`src/cmrs_pkg.sv`:
```
// Purpose: shared constants and types of the core memory rmw sequencer
// Assumes: pclk at 50 MHz, memory time base of 10 MHz
// Notes: register offsets are byte addresses on a 32-bit apb
package cmrs_pkg;

  // ********************************
  // widths and timing
  // ********************************
  localparam int ADDR_W = 14;
  localparam int DATA_W = 24;
  localparam int CNT_W = 4;
  localparam int CLK_PERIOD_NS = 20;
  localparam int TICK_NS = 100;
  localparam int TICK_CYCLES = TICK_NS / CLK_PERIOD_NS;
  localparam logic [CNT_W-1:0] CNT_READ_END = 4'h1;
  localparam logic [CNT_W-1:0] CNT_DATA_READY = 4'h6;
  localparam logic [CNT_W-1:0] CNT_WRITE_START = 4'h7;
  localparam logic [CNT_W-1:0] CNT_USER_READY = 4'h7;
  localparam logic [CNT_W-1:0] CNT_RELEASE = 4'hf;

  // ********************************
  // register map
  // ********************************
  localparam logic [7:0] REG_CTRL = 8'h00;
  localparam logic [7:0] REG_USER_ADDR = 8'h04;
  localparam logic [7:0] REG_USER_WDATA = 8'h08;
  localparam logic [7:0] REG_USER_RDATA = 8'h0c;
  localparam logic [7:0] REG_STATUS = 8'h10;
  localparam int CTRL_GO = 0;
  localparam int CTRL_STORE = 1;
  localparam int CTRL_CLR_PERR = 2;
  localparam int CTRL_CLR_DONE = 3;
  localparam int STAT_BUSY = 0;
  localparam int STAT_PENDING = 1;
  localparam int STAT_DONE = 2;
  localparam int STAT_PERR = 3;
  localparam int STAT_AU_OWNER = 4;
  localparam int STAT_CNT_LSB = 8;

  typedef enum logic [1:0] {
    S_IDLE,
    S_PRIO,
    S_RUN
  } cmrs_state_t;

  // one when the word holds an even number of ones, giving odd parity
  function automatic logic odd_parity_bit(input logic [DATA_W-1:0] word);
    odd_parity_bit = ~(^word);
  endfunction

endpackage

```
`src/cmrs_timer_if.sv`:
```
// Purpose: link between sequencer and its cycle time counter
// Assumes: single pclk domain
// Notes: none
`timescale 1ns/1ns
interface cmrs_timer_if;
  logic clear;
  logic enable;
  logic tick;
  logic [cmrs_pkg::CNT_W-1:0] count;

  modport seq (output clear, output enable, input tick, input count);
  modport timer (input clear, input enable, output tick, output count);
endinterface

```
`src/cmrs_timer.sv`:
```
// Purpose: four-stage binary cycle time counter on a 10 MHz time base
// Assumes: pclk at 50 MHz
// Notes: tick marks the pclk edge on which the count advances
`timescale 1ns/1ns
module cmrs_timer
(
  input wire logic pclk,
  input wire logic presetn,
  cmrs_timer_if.timer tif
);

  logic [2:0] pre_q;
  logic [cmrs_pkg::CNT_W-1:0] count_q;
  logic tick_c;

  // ********************************
  // 10 MHz prescaler
  // ********************************
  assign tick_c = tif.enable && (pre_q == 3'(cmrs_pkg::TICK_CYCLES - 1));

  always_ff @(posedge pclk or negedge presetn)
  begin
    if (!presetn)
      pre_q <= 3'h0;
    else if (tif.clear || !tif.enable || tick_c)
      pre_q <= 3'h0;
    else
      pre_q <= pre_q + 3'h1;
  end

  // ********************************
  // binary count
  // ********************************
  always_ff @(posedge pclk or negedge presetn)
  begin
    if (!presetn)
      count_q <= '0;
    else if (tif.clear)
      count_q <= '0;
    else if (tick_c)
      count_q <= count_q + 4'h1;
  end

  assign tif.tick = tick_c;
  assign tif.count = count_q;

endmodule

```
`src/cmrs_sequencer.sv`:
```
// Purpose: memory control sequencer, one read-modify-write cycle per request
// Assumes: apb master on pclk; module data stable by the end of count six
// Notes: software-started user accesses compete with the arithmetic unit
//
// Function
// - cycles start only from a memory request, independent of module timing
// - first clock after request resolves priority, sets grant flag and grant (here the request is synchronised first, so grant sets on the sixth clock)
// - grant drives rmw enable and steers 14-bit address to module
// - grant enables data mux passing 24-bit b register word
// - after grant, counter runs and read start goes to module
// - four-stage binary counter advances on each 10 MHz pulse
// - read start drops once the count has passed one
// - at count six data ready goes to the arithmetic unit
// - next pulse after data ready raises write start
// - at count octal 17 memory release marks cycle end
// - store and read requests run the same timed sequence
// - no new module request before previous cycle would finish
// - reads load b register from memory; stores inhibit that load
// - words read are checked for parity error
// - user stores use clear-write, user reads use read-restore (user reads here raise read start only, with no write start)
// - parity generated on every write
// - odd parity: even ones add a one bit; bad reads flag error
//
// Added by the designer: register access over APB and the register offsets.
`timescale 1ns/1ns
module cmrs_sequencer
(
  input wire logic pclk,
  input wire logic presetn,
  input wire logic psel,
  input wire logic penable,
  input wire logic pwrite,
  input wire logic [7:0] paddr,
  input wire logic [31:0] pwdata,
  output logic [31:0] prdata,
  output logic pready,
  output logic pslverr,
  input wire logic cpu_memory_request,
  input wire logic cpu_store,
  input wire logic [cmrs_pkg::ADDR_W-1:0] cpu_address,
  input wire logic [cmrs_pkg::DATA_W-1:0] b_register,
  input wire logic [cmrs_pkg::DATA_W-1:0] mem_data_in,
  input wire logic mem_parity_in,
  output logic cpu_priority_grant_flag,
  output logic cpu_access_grant,
  output logic rmw_enable,
  output logic data_mux_enable,
  output logic read_start,
  output logic write_start,
  output logic data_ready_to_cpu,
  output logic memory_release,
  output logic load_b_from_memory,
  output logic [cmrs_pkg::ADDR_W-1:0] address_mux,
  output logic [cmrs_pkg::DATA_W-1:0] data_mux,
  output logic data_mux_parity,
  output logic parity_error
);

  cmrs_timer_if tif ();

  cmrs_timer u_timer
  (
    .pclk(pclk),
    .presetn(presetn),
    .tif(tif)
  );

  cmrs_pkg::cmrs_state_t state_q;
  logic [2:0] req_sync_q;
  logic req_level_q;
  logic req_armed_q;
  logic au_owner_q;
  logic store_q;
  logic user_pending_q;
  logic user_store_q;
  logic user_done_q;
  logic perr_q;
  logic [cmrs_pkg::ADDR_W-1:0] user_addr_q;
  logic [cmrs_pkg::DATA_W-1:0] user_wdata_q;
  logic [cmrs_pkg::DATA_W-1:0] user_rdata_q;
  logic [31:0] prdata_q;
  logic pready_q;
  logic pslverr_q;
  logic grant_flag_q;
  logic grant_q;
  logic rmw_q;
  logic dmux_q;
  logic rstart_q;
  logic wstart_q;
  logic dready_q;
  logic release_q;
  logic loadb_q;
  logic [cmrs_pkg::ADDR_W-1:0] amux_q;
  logic [cmrs_pkg::DATA_W-1:0] dmux_data_q;
  logic dmux_par_q;
  logic perr_out_q;

  logic setup_c;
  logic wr_c;
  logic mapped_c;
  logic au_req_c;
  logic cycle_end_c;
  logic sample_c;
  logic read_ok_c;
  logic go_c;
  logic [cmrs_pkg::CNT_W-1:0] cnt_c;
  logic running_c;

  assign cnt_c = tif.count;
  assign running_c = (state_q == cmrs_pkg::S_RUN);
  assign cycle_end_c = running_c && tif.tick && (cnt_c == cmrs_pkg::CNT_RELEASE);
  assign sample_c = running_c && tif.tick
                    && (cnt_c == (au_owner_q ? cmrs_pkg::CNT_DATA_READY : cmrs_pkg::CNT_USER_READY));
  assign read_ok_c = (^{mem_data_in, mem_parity_in});

  // ********************************
  // apb slave
  // ********************************
  assign setup_c = psel && !penable;
  assign wr_c = psel && penable && pready_q && pwrite && !pslverr_q;
  assign go_c = wr_c && (paddr == cmrs_pkg::REG_CTRL) && pwdata[cmrs_pkg::CTRL_GO];

  always_comb
  begin
    case (paddr)
      cmrs_pkg::REG_CTRL,
      cmrs_pkg::REG_USER_ADDR,
      cmrs_pkg::REG_USER_WDATA,
      cmrs_pkg::REG_USER_RDATA,
      cmrs_pkg::REG_STATUS: mapped_c = 1'b1;
      default: mapped_c = 1'b0;
    endcase
  end

  always_ff @(posedge pclk or negedge presetn)
  begin
    if (!presetn)
    begin
      pready_q <= 1'b0;
      pslverr_q <= 1'b0;
    end
    else
    begin
      pready_q <= setup_c;
      pslverr_q <= setup_c && !mapped_c;
    end
  end

  always_ff @(posedge pclk or negedge presetn)
  begin
    if (!presetn)
      prdata_q <= 32'h0;
    else if (setup_c && !pwrite)
    begin
      prdata_q <= 32'h0;
      case (paddr)
        cmrs_pkg::REG_CTRL: prdata_q[cmrs_pkg::CTRL_STORE] <= user_store_q;
        cmrs_pkg::REG_USER_ADDR: prdata_q[cmrs_pkg::ADDR_W-1:0] <= user_addr_q;
        cmrs_pkg::REG_USER_WDATA: prdata_q[cmrs_pkg::DATA_W-1:0] <= user_wdata_q;
        cmrs_pkg::REG_USER_RDATA: prdata_q[cmrs_pkg::DATA_W-1:0] <= user_rdata_q;
        cmrs_pkg::REG_STATUS:
        begin
          prdata_q[cmrs_pkg::STAT_BUSY] <= (state_q != cmrs_pkg::S_IDLE);
          prdata_q[cmrs_pkg::STAT_PENDING] <= user_pending_q;
          prdata_q[cmrs_pkg::STAT_DONE] <= user_done_q;
          prdata_q[cmrs_pkg::STAT_PERR] <= perr_q;
          prdata_q[cmrs_pkg::STAT_AU_OWNER] <= au_owner_q && running_c;
          prdata_q[cmrs_pkg::STAT_CNT_LSB +: cmrs_pkg::CNT_W] <= cnt_c;
        end
        default: prdata_q <= 32'h0;
      endcase
    end
  end

  always_ff @(posedge pclk or negedge presetn)
  begin
    if (!presetn)
    begin
      user_addr_q <= '0;
      user_wdata_q <= '0;
      user_store_q <= 1'b0;
    end
    else if (wr_c && !user_pending_q)
    begin
      case (paddr)
        cmrs_pkg::REG_CTRL: user_store_q <= pwdata[cmrs_pkg::CTRL_STORE];
        cmrs_pkg::REG_USER_ADDR: user_addr_q <= pwdata[cmrs_pkg::ADDR_W-1:0];
        cmrs_pkg::REG_USER_WDATA: user_wdata_q <= pwdata[cmrs_pkg::DATA_W-1:0];
        default: user_addr_q <= user_addr_q;
      endcase
    end
  end

  // ********************************
  // user request and status flags
  // ********************************
  always_ff @(posedge pclk or negedge presetn)
  begin
    if (!presetn)
      user_pending_q <= 1'b0;
    else if (go_c)
      user_pending_q <= 1'b1;
    else if (cycle_end_c && !au_owner_q)
      user_pending_q <= 1'b0;
  end

  // set wins over a clear in the same cycle
  always_ff @(posedge pclk or negedge presetn)
  begin
    if (!presetn)
      user_done_q <= 1'b0;
    else if (cycle_end_c && !au_owner_q)
      user_done_q <= 1'b1;
    else if (wr_c && (paddr == cmrs_pkg::REG_CTRL) && pwdata[cmrs_pkg::CTRL_CLR_DONE])
      user_done_q <= 1'b0;
  end

  always_ff @(posedge pclk or negedge presetn)
  begin
    if (!presetn)
      perr_q <= 1'b0;
    else if (sample_c && !store_q && !read_ok_c)
      perr_q <= 1'b1;
    else if (wr_c && (paddr == cmrs_pkg::REG_CTRL) && pwdata[cmrs_pkg::CTRL_CLR_PERR])
      perr_q <= 1'b0;
  end

  always_ff @(posedge pclk or negedge presetn)
  begin
    if (!presetn)
      user_rdata_q <= '0;
    else if (sample_c && !au_owner_q && !store_q)
      user_rdata_q <= mem_data_in;
  end

  // ********************************
  // request synchroniser
  // ********************************
  always_ff @(posedge pclk or negedge presetn)
  begin
    if (!presetn)
      req_sync_q <= 3'h0;
    else
      req_sync_q <= {req_sync_q[1:0], cpu_memory_request};
  end

  always_ff @(posedge pclk or negedge presetn)
  begin
    if (!presetn)
      req_level_q <= 1'b0;
    else if (req_sync_q[1] == req_sync_q[2])
      req_level_q <= req_sync_q[2];
  end

  // a request still high from the last cycle must drop before it counts
  always_ff @(posedge pclk or negedge presetn)
  begin
    if (!presetn)
      req_armed_q <= 1'b1;
    else if (state_q == cmrs_pkg::S_PRIO && au_req_c && !user_pending_q)
      req_armed_q <= 1'b0;
    else if (!req_level_q)
      req_armed_q <= 1'b1;
  end

  assign au_req_c = req_level_q && req_armed_q;

  // ********************************
  // sequencer state
  // ********************************
  always_ff @(posedge pclk or negedge presetn)
  begin
    if (!presetn)
      state_q <= cmrs_pkg::S_IDLE;
    else
    begin
      case (state_q)
        cmrs_pkg::S_IDLE:
          if (au_req_c || user_pending_q)
            state_q <= cmrs_pkg::S_PRIO;
        cmrs_pkg::S_PRIO:
          state_q <= cmrs_pkg::S_RUN;
        cmrs_pkg::S_RUN:
          if (cycle_end_c)
            state_q <= cmrs_pkg::S_IDLE;
        default: state_q <= cmrs_pkg::S_IDLE;
      endcase
    end
  end

  // user accesses take precedence over the unit when both wait
  always_ff @(posedge pclk or negedge presetn)
  begin
    if (!presetn)
    begin
      au_owner_q <= 1'b0;
      store_q <= 1'b0;
    end
    else if (state_q == cmrs_pkg::S_PRIO)
    begin
      au_owner_q <= !user_pending_q;
      store_q <= user_pending_q ? user_store_q : cpu_store;
    end
  end

  assign tif.enable = running_c;
  assign tif.clear = !running_c || cycle_end_c;

  // ********************************
  // module and unit controls
  // ********************************
  always_ff @(posedge pclk or negedge presetn)
  begin
    if (!presetn)
    begin
      grant_flag_q <= 1'b0;
      grant_q <= 1'b0;
      rmw_q <= 1'b0;
      dmux_q <= 1'b0;
    end
    else if (state_q == cmrs_pkg::S_PRIO && !user_pending_q)
    begin
      grant_flag_q <= 1'b1;
      grant_q <= 1'b1;
      rmw_q <= 1'b1;
      dmux_q <= 1'b1;
    end
    else if (cycle_end_c || !running_c)
    begin
      grant_flag_q <= 1'b0;
      grant_q <= 1'b0;
      rmw_q <= 1'b0;
      dmux_q <= 1'b0;
    end
  end

  always_ff @(posedge pclk or negedge presetn)
  begin
    if (!presetn)
    begin
      rstart_q <= 1'b0;
      wstart_q <= 1'b0;
      dready_q <= 1'b0;
      release_q <= 1'b0;
      loadb_q <= 1'b0;
    end
    else
    begin
      if (au_owner_q)
      begin
        rstart_q <= running_c && !cycle_end_c && (cnt_c <= cmrs_pkg::CNT_READ_END);
        wstart_q <= running_c && (cnt_c == cmrs_pkg::CNT_WRITE_START);
        dready_q <= running_c && !cycle_end_c && (cnt_c >= cmrs_pkg::CNT_DATA_READY);
        release_q <= running_c && !cycle_end_c && (cnt_c == cmrs_pkg::CNT_RELEASE);
        loadb_q <= sample_c && !store_q;
      end
      else
      begin
        rstart_q <= running_c && !store_q && (cnt_c <= cmrs_pkg::CNT_READ_END);
        wstart_q <= running_c && store_q && (cnt_c <= cmrs_pkg::CNT_READ_END);
        dready_q <= 1'b0;
        release_q <= 1'b0;
        loadb_q <= 1'b0;
      end
    end
  end

  // ********************************
  // address and data multiplexers
  // ********************************
  always_ff @(posedge pclk or negedge presetn)
  begin
    if (!presetn)
    begin
      amux_q <= '0;
      dmux_data_q <= '0;
      dmux_par_q <= 1'b0;
    end
    else if (running_c ? au_owner_q : (state_q == cmrs_pkg::S_PRIO && !user_pending_q))
    begin
      amux_q <= cpu_address;
      dmux_data_q <= b_register;
      dmux_par_q <= cmrs_pkg::odd_parity_bit(b_register);
    end
    else if (running_c)
    begin
      amux_q <= user_addr_q;
      dmux_data_q <= user_wdata_q;
      dmux_par_q <= cmrs_pkg::odd_parity_bit(user_wdata_q);
    end
    else
    begin
      amux_q <= '0;
      dmux_data_q <= '0;
      dmux_par_q <= 1'b0;
    end
  end

  always_ff @(posedge pclk or negedge presetn)
  begin
    if (!presetn)
      perr_out_q <= 1'b0;
    else if (sample_c)
      perr_out_q <= !store_q && !read_ok_c;
    else if (!running_c)
      perr_out_q <= 1'b0;
  end

  assign prdata = prdata_q;
  assign pready = pready_q;
  assign pslverr = pslverr_q;
  assign cpu_priority_grant_flag = grant_flag_q;
  assign cpu_access_grant = grant_q;
  assign rmw_enable = rmw_q;
  assign data_mux_enable = dmux_q;
  assign read_start = rstart_q;
  assign write_start = wstart_q;
  assign data_ready_to_cpu = dready_q;
  assign memory_release = release_q;
  assign load_b_from_memory = loadb_q;
  assign address_mux = amux_q;
  assign data_mux = dmux_data_q;
  assign data_mux_parity = dmux_par_q;
  assign parity_error = perr_out_q;

endmodule

```
`config.mk`:
```
export PLATFORM = sky130hd
export DESIGN_NAME = cmrs_sequencer
export DESIGN_NICKNAME = d
export VERILOG_FILES = /design/src/cmrs_pkg.sv /design/src/cmrs_timer_if.sv /design/src/cmrs_timer.sv /design/src/cmrs_sequencer.sv
export SDC_FILE = /design/constraint.sdc
export NUM_CORES = 1
export LEC_CHECK = 0
export BUFFER_PORTS_ARGS = -buffer_cell sky130_fd_sc_hd__clkbuf_2
export CAP_MARGIN = 0
export CORE_ASPECT_RATIO = 1.75
export CORE_MARGIN = 8
export CORE_UTILIZATION = 48
export CTS_CLUSTER_DIAMETER = 50
export CTS_CLUSTER_SIZE = 30
export DETAILED_ROUTE_END_ITERATION = 6
export HOLD_SLACK_MARGIN = 0.15
export PLACE_DENSITY = 0.74
export SKIP_LAST_GASP = 1
export SLEW_MARGIN = 20
export SYNTH_ARGS = -nofsm -noshare
export SYNTH_HDL_FRONTEND = slang
export SYNTH_SLANG_ARGS = --single-unit
```
`constraint.sdc`:
```
create_clock -name pclk -period 3 [get_ports pclk]
set_input_delay 0.6 -clock pclk [delete_from_list [all_inputs] [get_ports pclk]]
set_output_delay 0.6 -clock pclk [all_outputs]
set_load 0.01 [all_outputs]
```
# --- Yosys cells after proc, flatten, opt, wreduce, memory -nomap -nowiden ---
# Cells that the tools add are included.
word_totals:
  regBits: 154
  elab_cells: 155
  inputBits: 110
  output_inout_bits: 83
op_classes:
  reduce_logical: 66
  n_lt_le_gt_ge: 2
  n_bitwise: 2
  eq_ne: 15
  mux: 40
  add_sub_neg: 2
ops:
  columns: ["op", "n"]
  rows:
  - ["2-to-1 mux 24 bit", 2]
  - ["XOR reduction 24 bit", 2]
  - ["logical AND 1 bit", 36]
  - ["2-to-1 mux 14 bit", 2]
  - ["XOR reduction 25 bit", 1]
  - ["2-to-1 mux 1 bit", 23]
  - ["case mux 10 bit (2 select lines)", 1]
  - ["equality test 8 x 4 -> 1 bit (second input constant)", 2]
  - ["case mux 4 bit (4 select lines)", 1]
  - ["case mux 2 bit (3 select lines)", 2]
  - ["case mux 3 bit (4 select lines)", 1]
  - ["nonzero test 2 bit", 6]
  - ["zero test 1 bit", 10]
  - ["case mux 3 bit (3 select lines)", 1]
  - ["equality test 8 x 3 -> 1 bit (second input constant)", 1]
  - ["equality test 8 x 5 -> 1 bit (second input constant)", 1]
  - ["zero test 8 bit", 1]
  - ["2-to-1 mux 4 bit", 2]
  - ["AND reduction 2 bit", 4]
  - ["!= test 2 bit (second input constant)", 3]
  - ["case mux 1 bit (5 select lines)", 1]
  - ["OR reduction 5 bit", 1]
  - ["adder 4 x 1 -> 4 bit (second input constant)", 1]
  - ["equality test 4 x 3 -> 1 bit", 1]
  - ["other kinds (16)", 21]

# --- Logic depth before layout (Yosys ltp) ---
logic_depth:
  ltp_word: 8
  mapped_depth: 7
  depth_no_buf: 7

# --- By module ---
# Synthesis repeated with hierarchy kept, for this count alone.
hier_totals:
  hier_cells: 554
  area_unflattened_um2: 7160.6
modules_own_cells:
  columns: ["mod", "cells_per_inst", "instances", "area_per_inst_um2"]
  rows:
  - ["cmrs_sequencer", 521, 1, 6812.8]
  - ["cmrs_timer", 33, 1, 347.8]

# --- Least setup slack after synthesis ---
# Ideal clock, no wire load.
synth_timing:
  path_kind: "input to register"
  from: "in paddr[0]"
  to: "reg user_addr_q[10] (netlist name)"
  stages: 5
  n_path_buf: 1
  setup_ns: 0.125
  arrival_ns: 1.969
  path_slack_ns: 0.906
  t_required_ns: 2.875
  cell_sequence: "or4_4 > nor2_8 > nand4b_4 > buf_6 > mux2_4"
synth_between:
  elab_chain_len: 2
synth_lines:
  columns: ["item", "line", "source"]
  rows:
  - ["from (decl)", "cmrs_sequencer.sv:33", "input wire logic [7:0] paddr,"]
  - ["equality test 8 x 3 -> 1 bit", "cmrs_sequencer.sv:185", "case (paddr)"]
  - ["AND reduction 2 bit (no source line)", null, null]
  - ["to (signal assigned)", "cmrs_sequencer.sv:187", "cmrs_pkg::REG_USER_ADDR: user_addr_q <= pwdata[cmrs_pkg::ADDR_W-1:0];"]
  - ["to (signal assigned)", "cmrs_sequencer.sv:189", "default: user_addr_q <= user_addr_q;"]
  - ["to (decl)", "cmrs_sequencer.sv:78", "logic [cmrs_pkg::ADDR_W-1:0] user_addr_q;"]
# No other way between the ends.
# A chain may end at the register's enable or synchronous reset.

# --- Worst setup path in the final report ---
layout_timing:
  from: "reg u_timer.pre_q[0]"
  to: "reg user_rdata_q[22] (netlist name)"
layout_between:
  elab_chain_len: 6
layout_lines:
  columns: ["item", "line", "source"]
  rows:
  - ["from (decl)", "cmrs_timer.sv:12", "logic [2:0] pre_q;"]
  - ["from (signal assigned)", "cmrs_timer.sv:28", "pre_q <= pre_q + 3'h1;"]
  - ["equality test 3 bit", "cmrs_timer.sv:19", "assign tick_c = tif.enable && (pre_q == 3'(cmrs_pkg::TICK_CYCLES - 1));"]
  - ["logical AND 1 bit", "cmrs_timer.sv:19", null]
  - ["logical AND 1 bit", "cmrs_sequencer.sv:112", "assign sample_c = running_c && tif.tick"]
  - ["logical AND 1 bit", "cmrs_sequencer.sv:113", "&& (cnt_c == (au_owner_q ? cmrs_pkg::CNT_DATA_READY : cmrs_pkg::CNT_USER_READY));"]
  - ["logical AND 1 bit (2 in a row)", "cmrs_sequencer.sv:232", "else if (sample_c && !au_owner_q && !store_q)"]
  - ["to (signal assigned)", "cmrs_sequencer.sv:233", "user_rdata_q <= mem_data_in;"]
  - ["to (decl)", "cmrs_sequencer.sv:80", "logic [cmrs_pkg::DATA_W-1:0] user_rdata_q;"]
# No other way between the ends.

==> results.py <==
metrics = {
    "worst_setup_path": {
        "worstPathCellList": "inv_1 > ha_1 > and4b_1 > nand3_1 > nor4_4 > buf_4 > mux2_2",
        "slowest_delay_ns": 0.39,
        "critical_path.top_delay_family": "simple AND/OR/NAND/NOR gates",
        "end_kind": "flip-flop",
        "path_class": "flip-flop to flip-flop",
        "cp_max_fo": 24,
        "cp.required_ns": 3.29,
        "start_kind": "flip-flop",
        "critPathArrivalTime_ns": 2.49,
        "worst-path-buf-inv": 2,
        "cpMaxStageDelayCell": "mux2_2",
    },
    "floorplan": {
        "rows": 59,
        "start_util_pct": 48.5,
        "dieArea_sq_um": 19200,
        "io_pins": 193,
        "chipHeight_microns": 177,
        "dieWidth_microns": 108,
        "core_area_sq_um": 14700,
    },
    "synth": {
        "postSynthCellCount": 567,
        "syn_avg_cell_area_sq_um": 12.6,
        "post-synth-top-count-cell": "dfrtp_1",
        "synth_area_sq_um": 7130,
        "synth_area_leaders": "dfrtp_1 (54%), mux2_2 (7.1%), xnor2_1 (6.8%)",
        "seq_area_frac_synth_pct": 54.1,
        "synth-edff-count": 0,
        "synth-seq-cells": 154,
        "synth_common_cells": "dfrtp_1 (153), xnor2_1 (55), a22o_1 (49)",
        "synth_top_area_share_pct": 53.7,
        "ys.flop_type": "dfrtp_1",
        "yosysTopAreaCell": "dfrtp_1",
        "synth_cell_types": 48,
        "yosysWarnings": 0,
        "ys_async_sr_fraction_pct": 100,
    },
    "grt": {
        "grtUsageTotal_pct": 21.1,
        "grt_pass1_wl_mm": 30.5,
        "antenna_found_initial": 0,
        "grt_max_degree": 67,
        "grt_pass1_vias": 5600,
        "grt_overflow": 0,
    },
    "sta": {
        "finalSetupViolCount": 0,
        "fin_crit_ns": 2.20,
        "maxSlewViolCount": 0,
        "maxSlewHeadroom_pct": 33.4,
        "fin_worst_skew_ns": 0.00704,
        "tightest_slew_ns": 0.999,
        "hold_ws_ns": 0.166,
        "rsz0062_at_grt": "no",
        "min_period_over_period_pct": 73.2,
        "clock.fmax_mhz": 455,
        "hold_violations": 0,
        "setup_tns_ns": 0,
    },
    "cells_and_area": {
        "fill_cells": 1205,
        "design_area_sq_um": 8680,
        "final_nets": 853,
        "area_growth_pct": 21.8,
        "drive_above_1_share_pct": 38.7,
        "layoutNonFillerInstCount": 934,
    },
    "flow_run": {
        "maxCapViolCount": 0,
    },
    "placed_design": {
        "port_buffers": 176,
        "dpl_cell_area_sq_um": 8120,
        "dp_hpwl_mm": 15.5,
        "gp_congestion": 0.889,
        "placed_cells": 901,
    },
    "clock_network": {
        "cts.sinks": 154,
        "cts_buffers": 17,
        "cts_hold_buf": 0,
        "cts_setup_buffers": 0,
        "path_clk_slew_ns": 0.06,
        "cts-root-buf": "clkbuf_16",
        "cts_tree": "yes",
        "htreeDepth": 4,
        "cts_resized": 0,
        "clock_latency_ns": 0.41,
        "clk_path_buf_depth": 2,
    },
    "routing": {
        "wirelength_mm": 19.8,
        "wl_per_cell_microns": 21.2,
        "num_vias": 5173,
        "postRouteAntennaNets": 0,
        "drt-initial-drc-count": 335,
        "avgViaCountPerCell": 5.54,
        "drtPass1Iterations": 5,
        "drc": 0,
    },
    "pwr": {
        "power_uw": 4580,
        "p_leak_uw": 0.00435,
        "powerDensity_nw_per_um2": 527,
        "vdd_ir_drop_max_mv": 0.357,
    },
    "outcome": {
        "status": "finished, final reports clean",
    },
    "worst_hold_path": {
        "min_path_type": "input pin to async pin",
    },
}
## power breakdown
part / internal (uW) / leakage (uW) / switching (uW) / total (uW)
clock network: 1120 / 0.000264 / 886 / 2010
logic: 215 / 0.00205 / 217 / 432
registers: 2110 / 0.00204 / 26.3 / 2140
total: 3450 / 0.00435 / 1130 / 4580
## logic make-up (layout without fill, tap and decap cells)
logic type,after synthesis,count (layout),synth area share [%]
xor+xnor,69,69,9.25
simple gates,95,95,7.46
other cells,1,9,0.0526
buf+inv,48,224,3.61
compound gates,119,119,11.9
mux,74,74,12.4
fa+ha+maj,7,7,1.19
flops,154,154,54.1
## worst paths after layout
kind	from	to	slack [ns]	cells past startpoint
min reg2reg	req_sync_q[0]$_DFF_PN0_	req_sync_q[1]$_DFF_PN0_	0.35	0
max in group asynchronous	presetn	req_armed_q$_DFFE_PN1P_	2.05	2
min in group pclk	cpu_memory_request	req_sync_q[0]$_DFF_PN0_	0.30	1
max reg2reg	u_timer.pre_q[0]$_DFF_PN0_	user_rdata_q[22]$_DFFE_PN0P_	0.80	7
min	presetn	address_mux[4]$_DFF_PN0_	0.17	1
max	u_timer.pre_q[0]$_DFF_PN0_	user_rdata_q[22]$_DFFE_PN0P_	0.80	7
## stage by stage
step / utilization [%] / setup WS [ns]
finish: 59.1 / 0.803
global route: 59.1 / 0.654
CTS: 59.1 / 0.792
detailed placement: 55.3 / 0.571
global placement: 55.3 / 0.604
floorplan: - / 0.906
## layer usage
metal | vias to the layer above | routed length, microns | GRT usage, %
met4 | 0 | 1400 | 14.8
met2 | 214 | 10700 | 37.6
li1 | 2345 | - | -
met1 | 2540 | 6650 | 21.1
met3 | 74 | 1030 | 4.38
met5 | - | 0 | 0
## state kept, by name (all words and copies together) (netlist names), 2 cells and up
register           count
data_mux              24
prdata                24
user_rdata_q          24
user_wdata_q          24
address_mux           14
user_addr_q           14
u_timer.tif.count      4
req_sync_q             3
u_timer.pre_q          3
state_q                2
## cells in the final DEF, fill, tap and decap left out, types with 6 or more instances in the layout
cell and instances:
xor2_1 10, conb_1 8, xnor2_1 55, a22o_1 49
nor2_1 16, dfrtp_1 153, clkbuf_2 175, clkbuf_16 17
mux2_2 45, a221oi_1 8, buf_4 6, mux2i_1 11
nand2_1 36, nor2b_1 6, a22oi_1 8, ha_1 6
mux2_4 18, o21ai_0 38, inv_1 9, inv_6 6
## worst reg2reg max path: stages, from the launching register on
cell	delay, ns
dfrtp_1	0.38
inv_1	0.07
ha_1	0.20
and4b_1	0.31
nand3_1	0.20
nor4_4	0.18
buf_4	0.34
mux2_2	0.39
## cell type report
| type | instances | area [sq um] | share of cell area [%] |
|---|---|---|---|
| sequential | 154 | 3850 | 44.4 |
| multi-input combinational | 372 | 3050 | 35.1 |
| timing repair buffer | 183 | 952 | 11.0 |
| clock buffer | 19 | 453 | 5.22 |
| tap | 183 | 229 | 2.64 |
| clock inverter | 13 | 109 | 1.25 |
| inverter | 9 | 33.8 | 0.389 |
| antenna | 1 | 2.50 | 0.0288 |
Note: power is estimated with default switching activity, not from simulation.
